## src/dmsp_consts.vh

```
`ifndef DMSP_CONSTS_VH
`define DMSP_CONSTS_VH

// register byte addresses
`define DMSP_OFS_BUFFER 8'h00
`define DMSP_OFS_STATUS 8'h04
`define DMSP_OFS_CONTROL 8'h08
`define DMSP_OFS_FORMAT 8'h0C
`define DMSP_OFS_BAUD 8'h10
`define DMSP_OFS_REQUEST 8'h14

// reset values
`define DMSP_RST_CONTROL 8'h00
`define DMSP_RST_FORMAT 5'h00
`define DMSP_RST_BAUD 8'h00

// control bit positions
`define DMSP_CTL_EXTCLK 2
`define DMSP_CTL_RXEN 3
`define DMSP_CTL_TXEN 4
`define DMSP_CTL_SYNC 6
`define DMSP_CTL_ON 7

// format bit positions
`define DMSP_FMT_LEN7 0
`define DMSP_FMT_PAREN 1
`define DMSP_FMT_PARODD 2
`define DMSP_FMT_STOP2 3
`define DMSP_FMT_OPENDRAIN 4

// request bit positions
`define DMSP_REQ_TX 0
`define DMSP_REQ_RX 1

// index of the last of the 16 divider ticks in an asynchronous bit, and of the mid-bit tick
`define DMSP_OVERSAMPLE_LAST 4'hF
`define DMSP_MIDBIT 4'h7

`endif

```

## src/dmsp_baud_div.v

```verilog
`timescale 1ns/100ps
`default_nettype none
module dmsp_baud_div (
  // clock and reset
  input wire sys_clk,
  input wire nrst,
  // control
  input wire run,
  input wire [7:0] divisor,
  // output
  output wire tick
);

  reg [7:0] count;

  // one tick every divisor+1 clocks
  assign tick = run & (count == 8'h00);

  always @(posedge sys_clk) begin
    if (!nrst) begin
      count <= 8'h00;
    end else if (!run) begin
      count <= divisor;
    end else if (count == 8'h00) begin
      count <= divisor;
    end else begin
      count <= count - 8'h01;
    end
  end

endmodule // dmsp_baud_div
`default_nettype wire

```

## src/dmsp_serial_port.v

```verilog
`timescale 1ns/100ps
`default_nettype none
`include "dmsp_consts.vh"
module dmsp_serial_port (
  // clock and reset
  input wire sys_clk,
  input wire nrst,
  // apb slave
  input wire psel,
  input wire penable,
  input wire pwrite,
  input wire [7:0] paddr,
  input wire [31:0] pwdata,
  output wire pready,
  output reg [31:0] prdata,
  output reg pslverr,
  // transmit pin, two signals
  output reg transmitPin,
  output reg transmitPinOeN,
  // receive pin
  input wire receivePin,
  // serial clock pin, three signals
  input wire serialClkIn,
  output reg serialClkOut,
  output reg serialClkOeN,
  // request lines
  output reg txIrqReq,
  output reg rxIrqReq
);

  localparam TX_IDLE = 2'b01;
  localparam TX_BUSY = 2'b10;
  localparam RX_IDLE = 3'b001;
  localparam RX_START = 3'b010;
  localparam RX_DATA = 3'b100;

  ////////////////////////////////////////////////////////////////////////
  // registers

  reg [7:0] control;
  reg [4:0] format;
  reg [7:0] baudN;
  reg [7:0] txBuf;
  reg txBufFull;
  reg [7:0] rxBuf;
  reg txEmptyF;
  reg rxFull;
  reg txDoneF;
  reg overrunF;
  reg parityF;
  reg framingF;
  reg sumF;

  wire chanOn = control[`DMSP_CTL_ON];
  wire syncMode = control[`DMSP_CTL_SYNC];
  wire txEn = control[`DMSP_CTL_TXEN];
  wire rxEn = control[`DMSP_CTL_RXEN];
  wire extClk = control[`DMSP_CTL_EXTCLK];
  wire len7 = format[`DMSP_FMT_LEN7];
  wire parEn = format[`DMSP_FMT_PAREN];
  wire parOdd = format[`DMSP_FMT_PARODD];
  wire stop2 = format[`DMSP_FMT_STOP2];
  wire openDrain = format[`DMSP_FMT_OPENDRAIN];

  ////////////////////////////////////////////////////////////////////////
  // apb decode

  reg [31:0] next_prdata;
  reg next_hit;

  wire accessPh = psel & penable;
  wire setupPh = psel & ~penable;
  wire wrEn = accessPh & pwrite;
  wire rdEn = accessPh & ~pwrite;
  wire wrBuf = wrEn & (paddr == `DMSP_OFS_BUFFER);
  wire rdBuf = rdEn & (paddr == `DMSP_OFS_BUFFER);
  wire wrStat = wrEn & (paddr == `DMSP_OFS_STATUS);
  wire wrCtrl = wrEn & (paddr == `DMSP_OFS_CONTROL);
  wire wrFmt = wrEn & (paddr == `DMSP_OFS_FORMAT);
  wire wrBaud = wrEn & (paddr == `DMSP_OFS_BAUD);
  wire wrReq = wrEn & (paddr == `DMSP_OFS_REQUEST);
  wire chanOff = wrCtrl & ~pwdata[`DMSP_CTL_ON];

  // no wait states: read data is captured in the setup cycle
  assign pready = 1'b1;

  always @* begin
    next_prdata = 32'h0000_0000;
    next_hit = 1'b1;
    if (paddr == `DMSP_OFS_BUFFER) begin
      next_prdata = {24'h00_0000, rxBuf};
    end else if (paddr == `DMSP_OFS_STATUS) begin
      next_prdata = {25'h000_0000, sumF, framingF, parityF, overrunF,
        txDoneF, rxFull, txEmptyF};
    end else if (paddr == `DMSP_OFS_CONTROL) begin
      next_prdata = {24'h00_0000, control};
    end else if (paddr == `DMSP_OFS_FORMAT) begin
      next_prdata = {27'h000_0000, format};
    end else if (paddr == `DMSP_OFS_BAUD) begin
      next_prdata = {24'h00_0000, baudN};
    end else if (paddr == `DMSP_OFS_REQUEST) begin
      next_prdata = {30'h0000_0000, rxIrqReq, txIrqReq};
    end else begin
      next_hit = 1'b0;
    end
  end

  always @(posedge sys_clk) begin
    if (!nrst) begin
      prdata <= 32'h0000_0000;
      pslverr <= 1'b0;
    end else if (setupPh) begin
      prdata <= pwrite ? 32'h0000_0000 : next_prdata;
      pslverr <= ~next_hit;
    end
  end

  always @(posedge sys_clk) begin
    if (!nrst) begin
      control <= `DMSP_RST_CONTROL;
      format <= `DMSP_RST_FORMAT;
      baudN <= `DMSP_RST_BAUD;
    end else begin
      if (wrCtrl) begin
        control <= pwdata[7:0];
      end
      if (wrFmt) begin
        format <= pwdata[4:0];
      end
      if (wrBaud) begin
        baudN <= pwdata[7:0];
      end
    end
  end

  ////////////////////////////////////////////////////////////////////////
  // pin synchronisers

  reg [1:0] rxMeta;
  reg [1:0] clkMeta;
  reg rxPrev;
  reg clkPrev;

  always @(posedge sys_clk) begin
    if (!nrst) begin
      rxMeta <= 2'b11;
      clkMeta <= 2'b11;
      rxPrev <= 1'b1;
      clkPrev <= 1'b1;
    end else begin
      rxMeta <= {rxMeta[0], receivePin};
      clkMeta <= {clkMeta[0], serialClkIn};
      rxPrev <= rxMeta[1];
      clkPrev <= clkMeta[1];
    end
  end

  wire rxIn = rxMeta[1];
  wire extFall = clkPrev & ~clkMeta[1];
  wire extRise = ~clkPrev & clkMeta[1];

  ////////////////////////////////////////////////////////////////////////
  // baud divider

  wire tick;

  dmsp_baud_div baudDiv (
    .sys_clk(sys_clk),
    .nrst(nrst),
    .run(chanOn & ~wrBaud),
    .divisor(baudN),
    .tick(tick)
  );

  ////////////////////////////////////////////////////////////////////////
  // transmit / synchronous engine

  reg [1:0] txState;
  reg [11:0] txSr;
  reg [3:0] txBitsLeft;
  reg [3:0] txTickCnt;
  reg sclkReg;
  reg [3:0] syncCnt;
  reg [7:0] syncRxSr;

  wire txIdle = txState[0];
  wire txStart = txIdle & chanOn & txEn & txBufFull;
  wire txPar = ^(len7 ? {1'b0, txBuf[6:0]} : txBuf) ^ parOdd;
  wire [11:0] frm8 = parEn ? {2'b11, txPar, txBuf, 1'b0} :
    {3'b111, txBuf, 1'b0};
  wire [11:0] frm7 = parEn ? {3'b111, txPar, txBuf[6:0], 1'b0} :
    {4'b1111, txBuf[6:0], 1'b0};
  wire [3:0] frmLen = 4'd1 + (len7 ? 4'd7 : 4'd8) + {3'b000, parEn} +
    (stop2 ? 4'd2 : 4'd1);
  // common shift clock, ours or the partner's
  wire syncFall = extClk ? extFall : (tick & sclkReg);
  wire syncRise = extClk ? extRise : (tick & ~sclkReg);
  wire syncDone = txState[1] & syncMode & syncRise &
    (syncCnt == 4'd7);
  wire uartTxBit = tick & (txTickCnt == `DMSP_OVERSAMPLE_LAST);

  always @(posedge sys_clk) begin
    if (!nrst || chanOff || !chanOn) begin
      txState <= TX_IDLE;
      txSr <= 12'hFFF;
      txBitsLeft <= 4'h0;
      txTickCnt <= 4'h0;
      sclkReg <= 1'b1;
      syncCnt <= 4'h0;
      syncRxSr <= 8'h00;
    end else begin
      case (txState)
        TX_IDLE: begin
          sclkReg <= 1'b1;
          if (txStart) begin
            txState <= TX_BUSY;
            txTickCnt <= 4'h0;
            syncCnt <= 4'h0;
            if (syncMode) begin
              txSr <= {4'hF, txBuf};
              txBitsLeft <= 4'd8;
            end else begin
              txSr <= len7 ? frm7 : frm8;
              txBitsLeft <= frmLen;
            end
          end
        end
        TX_BUSY: begin
          if (syncMode) begin
            if (!extClk && tick) begin
              sclkReg <= ~sclkReg;
            end
            // first bit is already on the line before the first fall
            if (syncFall && syncCnt != 4'h0) begin
              txSr <= {1'b1, txSr[11:1]};
            end
            if (syncRise) begin
              syncRxSr <= {rxIn, syncRxSr[7:1]};
              syncCnt <= syncCnt + 4'h1;
              if (syncCnt == 4'd7) begin
                txState <= TX_IDLE;
              end
            end
          end else begin
            if (tick) begin
              txTickCnt <= txTickCnt + 4'h1;
            end
            if (uartTxBit) begin
              txSr <= {1'b1, txSr[11:1]};
              txBitsLeft <= txBitsLeft - 4'h1;
              if (txBitsLeft == 4'h1) begin
                txState <= TX_IDLE;
              end
            end
          end
        end
        default: begin
          txState <= TX_IDLE;
        end
      endcase
    end
  end

  ////////////////////////////////////////////////////////////////////////
  // asynchronous receiver

  reg [2:0] rxState;
  reg [3:0] rxTickCnt;
  reg [3:0] rxIdx;
  reg [9:0] rxSr;

  wire [3:0] rxStopIdx = (len7 ? 4'd7 : 4'd8) + {3'b000, parEn};
  wire rxBitTime = tick & (rxTickCnt == `DMSP_OVERSAMPLE_LAST);
  wire uartDone = rxState[2] & rxBitTime & (rxIdx == rxStopIdx);
  wire [7:0] uartData = len7 ? {1'b0, rxSr[6:0]} : rxSr[7:0];
  wire rxParBit = len7 ? rxSr[7] : rxSr[8];
  wire parBad = parEn & (^uartData ^ rxParBit ^ parOdd);
  wire frmBad = ~rxIn;

  always @(posedge sys_clk) begin
    if (!nrst || chanOff || !chanOn) begin
      rxState <= RX_IDLE;
      rxTickCnt <= 4'h0;
      rxIdx <= 4'h0;
      rxSr <= 10'h000;
    end else begin
      case (rxState)
        RX_IDLE: begin
          rxTickCnt <= 4'h0;
          rxIdx <= 4'h0;
          if (rxEn && !syncMode && rxPrev && !rxIn) begin
            rxState <= RX_START;
          end
        end
        RX_START: begin
          if (tick) begin
            rxTickCnt <= rxTickCnt + 4'h1;
            if (rxTickCnt == `DMSP_MIDBIT) begin
              rxTickCnt <= 4'h0;
              // a glitch shorter than half a bit is not a start
              rxState <= rxIn ? RX_IDLE : RX_DATA;
            end
          end
        end
        RX_DATA: begin
          if (tick) begin
            rxTickCnt <= rxTickCnt + 4'h1;
          end
          if (rxBitTime) begin
            rxIdx <= rxIdx + 4'h1;
            if (rxIdx < 4'd10) begin
              rxSr[rxIdx] <= rxIn;
            end
            if (rxIdx == rxStopIdx) begin
              rxState <= RX_IDLE;
            end
          end
        end
        default: begin
          rxState <= RX_IDLE;
        end
      endcase
    end
  end

  ////////////////////////////////////////////////////////////////////////
  // buffers and status

  wire syncRxDone = syncDone & rxEn;
  wire rxDone = uartDone | syncRxDone;
  wire [7:0] rxData = syncMode ? {rxIn, syncRxSr[7:1]} : uartData;
  wire ovrNew = rxDone & rxFull & ~rdBuf;
  wire parNew = uartDone & parBad;
  wire frmNew = uartDone & frmBad;
  wire txEnRise = wrCtrl & pwdata[`DMSP_CTL_TXEN] & ~txEn;

  always @(posedge sys_clk) begin
    if (!nrst) begin
      txBuf <= 8'h00;
      txBufFull <= 1'b0;
      rxBuf <= 8'h00;
    end else if (chanOff) begin
      txBufFull <= 1'b0;
    end else begin
      // a new write keeps the buffer full even as the old byte loads
      if (wrBuf) begin
        txBuf <= pwdata[7:0];
        txBufFull <= 1'b1;
      end else if (txStart) begin
        txBufFull <= 1'b0;
      end
      if (rxDone) begin
        rxBuf <= rxData;
      end
    end
  end

  always @(posedge sys_clk) begin
    if (!nrst || chanOff) begin
      txEmptyF <= 1'b0;
      rxFull <= 1'b0;
      txDoneF <= 1'b0;
      overrunF <= 1'b0;
      parityF <= 1'b0;
      framingF <= 1'b0;
      sumF <= 1'b0;
    end else begin
      txEmptyF <= txEn & ~txBufFull;
      txDoneF <= txEn & txIdle;
      if (rxDone) begin
        rxFull <= 1'b1;
      end else if (rdBuf) begin
        rxFull <= 1'b0;
      end
      // set wins over the status-write clear
      overrunF <= (overrunF & ~wrStat) | ovrNew;
      parityF <= (parityF & ~wrStat) | parNew;
      framingF <= (framingF & ~wrStat) | frmNew;
      sumF <= (sumF & ~wrStat) | ovrNew | parNew | frmNew;
    end
  end

  always @(posedge sys_clk) begin
    if (!nrst) begin
      txIrqReq <= 1'b0;
      rxIrqReq <= 1'b0;
    end else begin
      txIrqReq <= (txIrqReq & ~(wrReq & pwdata[`DMSP_REQ_TX])) |
        txStart | txEnRise;
      rxIrqReq <= (rxIrqReq & ~(wrReq & pwdata[`DMSP_REQ_RX])) | rxDone;
    end
  end

  ////////////////////////////////////////////////////////////////////////
  // pin drivers

  wire txLine = txState[1] ? txSr[0] : 1'b1;

  always @(posedge sys_clk) begin
    if (!nrst) begin
      transmitPin <= 1'b1;
      transmitPinOeN <= 1'b1;
      serialClkOut <= 1'b1;
      serialClkOeN <= 1'b1;
    end else begin
      if (!(chanOn && txEn)) begin
        transmitPin <= 1'b1;
        transmitPinOeN <= 1'b1;
      end else if (openDrain) begin
        transmitPin <= 1'b0;
        transmitPinOeN <= txLine;
      end else begin
        transmitPin <= txLine;
        transmitPinOeN <= 1'b0;
      end
      serialClkOut <= sclkReg;
      serialClkOeN <= ~(chanOn & syncMode & ~extClk);
    end
  end

endmodule // dmsp_serial_port
`default_nettype wire

```

## config.mk

```make
export PLATFORM = sky130hd
export DESIGN_NAME = dmsp_serial_port
export DESIGN_NICKNAME = d
export VERILOG_FILES = /design/src/dmsp_baud_div.v /design/src/dmsp_serial_port.v
export VERILOG_INCLUDE_DIRS = /design/src
export SDC_FILE = /design/constraint.sdc
export NUM_CORES = 1
export LEC_CHECK = 0
export ABC_AREA = 1
export BUFFER_PORTS_ARGS = -buffer_cell sky130_fd_sc_hd__clkbuf_2
export CORE_MARGIN = 1.5
export CORE_UTILIZATION = 45
export DETAILED_ROUTE_END_ITERATION = 10
export HOLD_SLACK_MARGIN = 0.1
export SYNTH_ARGS = -nofsm -noshare
export SYNTH_HDL_FRONTEND = slang
export SYNTH_SLANG_ARGS = --single-unit
```

## constraint.sdc

```tcl
create_clock -name sys_clk -period 2.9 [get_ports sys_clk]
set_input_delay 0.58 -clock sys_clk [delete_from_list [all_inputs] [get_ports sys_clk]]
set_output_delay 0.58 -clock sys_clk [all_outputs]
set_load 0.005 [all_outputs]
```

-- Yosys cells after proc, flatten, opt, wreduce, memory -nomap -nowiden
Index checks and enable logic that the tools add are counted.
- bitwise gates (word level): 80
- $add $sub $neg: 10
- reduce and logical (&&, ||, !) cells: 39
- equal/unequal tests: 34
- $lt $le $gt $ge: 3
- muxes and demuxes: 77
- operators with widths (kind ; number):
    two-way mux 8 bit ; 10
    two-way mux 4 bit ; 14
    bitwise AND 1 bit ; 48
    two-way mux 12 bit ; 4
    two-way mux 32 bit ; 1
    one-hot mux 4 bit (2 select lines) ; 4
    two-way mux 10 bit ; 3
    != test 2 bit (second input constant) ; 13
    one-hot mux 12 bit (2 select lines) ; 1
    two-way mux 1 bit ; 19
    NOT 1 bit ; 19
    two-way mux 3 bit ; 6
    adder 4 x 1 -> 4 bit (second input constant) ; 4
    equality test 8 x 4 -> 1 bit (second input constant) ; 2
    equality test 8 x 5 -> 1 bit (second input constant) ; 2
    zero test 8 bit ; 2
    two-way mux 2 bit ; 8
    AND reduction 4 bit ; 4
    XOR reduction 8 bit ; 2
    != test 3 bit (second input constant) ; 5
    one-hot mux 4 bit (3 select lines) ; 1
    AND reduction 3 bit ; 4
    bitwise mux 10 bit ; 1
    OR 1 bit ; 10
    33 further kinds ; 56
- logic and storage cells: 280
- register bits: 154
- bits of input ports: 47
- output and inout bits: 40

-- Logic depth before layout (Yosys ltp)
- depth in word-level cells: 17
- gate-level depth with buffers: 14

-- Cells and area by module
From an unflattened synthesis, not the netlist that was laid out.
- cells, all modules: 986
- area, all modules: 6851.6 um^2
- modules (own cells, without submodules) (module ; times used ; sequential area each (um^2) ; cells each ; area each (um^2)):
    dmsp_serial_port ; 1 ; 2362.3 ; 896 ; 6314.8
    dmsp_baud_div ; 1 ; 160.2 ; 90 ; 536.8

-- Least setup slack after synthesis
OpenSTA, ideal clock, no wires.
- kind: register -> register
- start: reg format[0]
- end: reg rxBuf[4]
- library setup time: 0.113 ns
- buffers on the path: 1
- stages on the path, launching flop included: 13
- required time: 2.787 ns
- setup slack: 0.887 ns
- data arrival time: 1.900 ns
- cell sequence: dfxtp_1 inv_2 ha_1 xor2_1 nor2_1 nand2_1 nor3_4 nand2_2 nand2_4 nand2_4 buf_6 nor2_1 nor2_1
- word-level cells in the longest chain between the ends: 6
- ends and longest elaborated chain (element ; line ; source):
    start, declared ; dmsp_serial_port.v:41 ; reg [4:0] format;
    start signal, assigned ; dmsp_serial_port.v:121 ; format <= `DMSP_RST_FORMAT;
    start signal, assigned ; dmsp_serial_port.v:128 ; format <= pwdata[4:0];
    two-way mux 4 bit ; dmsp_serial_port.v:272 ; wire [3:0] rxStopIdx = (len7 ? 4'd7 : 4'd8) + {3'b000, parEn};
    adder 4 x 1 -> 4 bit ; dmsp_serial_port.v:272 ;
    equality test 4 bit ; dmsp_serial_port.v:274 ; wire uartDone = rxState[2] & rxBitTime & (rxIdx == rxStopIdx);
    bitwise AND 1 bit ; dmsp_serial_port.v:274 ;
    OR 1 bit ; dmsp_serial_port.v:330 ; wire rxDone = uartDone | syncRxDone;
    AND reduction 2 bit (no source line) ; n/a ;
    end signal, assigned ; dmsp_serial_port.v:353 ; rxBuf <= rxData;
    end, declared ; dmsp_serial_port.v:45 ; reg [7:0] rxBuf;
No other way between the ends.
A chain may end at the register's enable or synchronous reset.

-- Final worst setup path
- start: reg format[1]
- end: reg rxBuf[6]
- word-level cells in the longest chain between the ends: 5
- ends and longest elaborated chain (element ; line):
    adder 4 x 1 -> 4 bit ; dmsp_serial_port.v:272
    equality test 4 bit ; dmsp_serial_port.v:274
    bitwise AND 1 bit ; dmsp_serial_port.v:274
    OR 1 bit ; dmsp_serial_port.v:330
    AND reduction 2 bit (no source line) ; n/a
No other way between the ends.

==> summary.md <==
| Metric | Value |
|---|---|
| P_leak | between 3 and 4 nW |
| Top delay family on crit path | simple AND/OR/NAND/NOR gates |
| Synth cell count leaders | nand2_1, dfxtp_1, inv_1, nor2_1, a21oi_1 |
| Worst hold start | serialClkIn |
| Crit path required time | about 3200 ps |
| Layout Skew | 9.928 ps |
| Hold buffers post-CTS | 0 |
| Clock Sinks | 126 |
| Crit path launch type | flop |
| CP cell instances | inv_1 > ha_1 > xor2_1 > nor2_1 > nand2_1 > nor3_4 > nand2_2 > nand2_4 > nand2_4 > nor2_1 > nor2_1 |
| Post-detail-place hpwl | between 10000 and 15000 um |
| Largest net degree at the start of global routing | 39 |
| CP max-delay cell | ha_1 |
| Root Buffer Master | clkbuf_16 |
| Worst slack at placement | approximately 480 ps |
| Die Ht | 125.5 um |
| Max-slew violations | 0 |
| Drt total wl | between 15000 and 20000 um |
| Post-synth ARST share | 0% |
| Simple-gate share of the synthesized area | 28.64% |
| Clock period minus worst slack | 2226 ps |
| # setup viols final | 0 |
| CTS buffer count | 17 |
| Main combinational cell family by area after synthesis | simple AND/OR/NAND/NOR gates |
| Antenna violations before repair | 0 |
| Port-buffer cells | 37 |
| Post-Synth Adder-Cell Area | 4.189% |
| Power density over the cells | ~520 nW/um^2 |
| Die Area | 15740 um^2 |
| Max Freq | 449.3 MHz |
| Slew headroom | 59.74% |
| Leading area contributor after synthesis | dfxtp_1 |
| Syn Std Cell Area | 6750 um^2 |
| Post-CTS resize count | 0 |
| Met1 global-route usage | 29.98% |
| Clk Latency, worst-skew pair | about 420 ps |
| Setup ws final | 674.3 ps |
| Initial DRC Count | between 300 and 400 |
| Worst-path clk slew | roughly 60 ps |
| Residual DRC count | 0 |
| Final #Nets | about 1100 |
| Layout cell share with drive strength beyond 1 | 11.10% |
| Total Routing Usage GR | about 22% |
| Core area | 14590 um^2 |
| Reg-to-reg endpoint | rxBuf[6] |
| Worst R2R Start | format[1] |
| Vias | 6092 |
| Status | complete, no violations |
| Ant. Diodes | 0 |
| Flops & latches, synth | between 100 and 150 |
| GR Layer Usage met2 | between 30% and 40% |
| Worst r2r path cells | 11 |
| Number of I/O pins | 87 |
| Post-synth top area share | between 30% and 40% |
| Synth Area per Inst | 6.860 um^2 |
| Post-route setup TNS | 0 ps |
| Main synth FF type | dfxtp_1 |
| Worst EP arrival | between 2000 and 3000 ps |
| Setup Crit Path Kind | reg2reg |
| Max-Cap Viols | 0 |
| Worst-Margin Slew | around 600 ps |
| Peak VDD IR | between 0.5 and 0.6 mV |
| Hold Crit Class | in2reg |
| WHS | roughly 340 ps |
| Synth area leaders | dfxtp_1, nand2_1, a21oi_1 |
| Drt pass-1 iters | 5 |
| Initial core utilization | 46.27% |
| Number of vias per cell | ~5.0 |
| Buf/Inv on CP | 1 |
| Sequential share of the synthesized area | between 30% and 40% |
| H-tree depth | 4 |
| Cell with the most instances after synthesis | nand2_1 |
| Largest fanout on the critical path | 14 |
| Post-synthesis mux area share | 0% |
| Num rows | 44 |
| Final Hold Fails | 0 |
| CP Capture Type | flop |
| Warnings from Yosys | 0 |
| Worst Hold End | clkMeta[0] |
| Worst R2R Setup Slack | 670 ps |
| Most frequent CP cell | nor2_1 |
| Total congestion overflow | 0 |
| Crit path largest cell delay | 390 ps |
| Tcrit/Tclk final | roughly three quarters |
| Mapped Cells | 984 |
| First-pass GRT wire length | 27680 um |
| CTS tree | built |
| Compound-gate portion of the synthesized area | approximately 16% |
| GRT busiest layer | met2 |
| EDFF count, synth | 0 |
| Die width | 125.5 um |
| RSZ-0062 raised after global routing | no |
| WHS Path Cells | 2 |
| M3 GR Usage | just under 5% |
| Clock buffer depth | 2 |
| GPL Wtd Cong | about 0.9 |
| Vias in the first global route | 5526 |
| Synth Area in XOR/XNOR | around 2.3% |
| DR WL/cell | approximately 14 um |
| Post-route ant nets | 0 |
| Number of setup buffers added after CTS | 0 |
| Syn-to-layout area delta | 12.81% |
| Unique masters post-synth | 47 |
## placed cells by master, fill, tap and decap left out, types with 4 or more instances in the layout
| master | n |
|---|---|
| conb_1 | 25 |
| o21ai_0 | 86 |
| buf_4 | 12 |
| nand2_2 | 5 |
| ha_1 | 21 |
| dfxtp_1 | 126 |
| clkbuf_2 | 37 |
| xor2_1 | 12 |
| o211ai_1 | 9 |
| nand3_1 | 54 |
| clkinv_2 | 7 |
| nor2_1 | 93 |
| xnor2_1 | 6 |
| a21oi_1 | 88 |
| clkinv_1 | 4 |
| nand2_1 | 244 |
| inv_1 | 110 |
| nor3_1 | 12 |
| clkbuf_16 | 17 |
| nand4_1 | 11 |
| nor2_2 | 4 |
| inv_2 | 4 |
| or2_2 | 5 |
## worst register-to-register path: stages, from the launching register on
cell and delay [ps]:
dfxtp_1 380, inv_1 170, ha_1 400, xor2_1 160, nor2_1 90, nand2_1 110, nor3_4 270, nand2_2 100
nand2_4 130, nand2_4 120, nor2_1 140, nor2_1 60
## sequential cells by signal (all words and copies together) (netlist names), 3 cells and up
signal and count:
rxState 3, baudN 8, syncCnt 4, txTickCnt 4, control 8, txBitsLeft 4, format 5, prdata 8
rxSr 9, rxTickCnt 4, rxIdx 4, txBuf 8, syncRxSr 7, baudDiv.count 8, rxBuf 8, txSr 10
## cells by family (layout without fill, tap and decap cells)
group | count (synthesis) | in the layout
AND/OR/NAND/NOR | 444 | 444
AO/OA/AOI/OAI | 201 | 201
buffers and inverters | 171 | 200
flip-flops | 126 | 126
adder cells (fa/ha/maj) | 22 | 22
XOR/XNOR | 18 | 18
other | 2 | 25
## metrics by stage
| step | util [%] | instances | power (W) | instance area [um^2] |
|---|---|---|---|---|
| 2_1_floorplan | - | 1007 | 0.001850 | 6837 |
| 3_3_place_gp | 48.11 | 1188 | 0.001866 | 7019 |
| 3_5_place_dp | 48.11 | 1188 | 0.001866 | 7019 |
| 4_1_cts | 52.20 | 1220 | 0.004017 | 7615 |
| 5_1_grt | 52.20 | 1220 | 0.004104 | 7615 |
| 6_report | 52.20 | 1220 | 0.003976 | 7615 |
## power by group
part           internal, W  switching [W]
Combinational    0.0000264      0.0000626
Clock              0.00135       0.000801
Sequential         0.00174     0.00000341
Total              0.00311       0.000868
## worst max path at each step
stage | slack, ps | end | start | depth (start not counted)
after floorplan | 890 | rxBuf[4] | format[0] | 12
after global placement | 490 | syncRxSr[7] | paddr[5] | 11
after detailed placement | 480 | syncRxSr[7] | paddr[2] | 11
after CTS | 690 | rxSr[1] | baudDiv.count[0] | 8
after global routing | 450 | rxSr[7] | baudDiv.count[0] | 9
final | 670 | rxBuf[6] | format[1] | 11
## routing by layer
metal	wire (um)	up-vias
li1	-	3209
met1	8092	2755
met2	7571	106
met3	628	22
met5	0	-
met4	272	0
## layout make-up
class,instances,area [um^2]
Clock buffer,17,425.4
Clock inverter,15,170.2
Fill cell,1478,6974
Inverter,119,447.9
Multi-Input combinational cell,710,3543
Sequential cell,126,2522
Tap cell,184,230.2
Timing Repair Buffer,49,275.3
(Power assumes the default switching activity.)
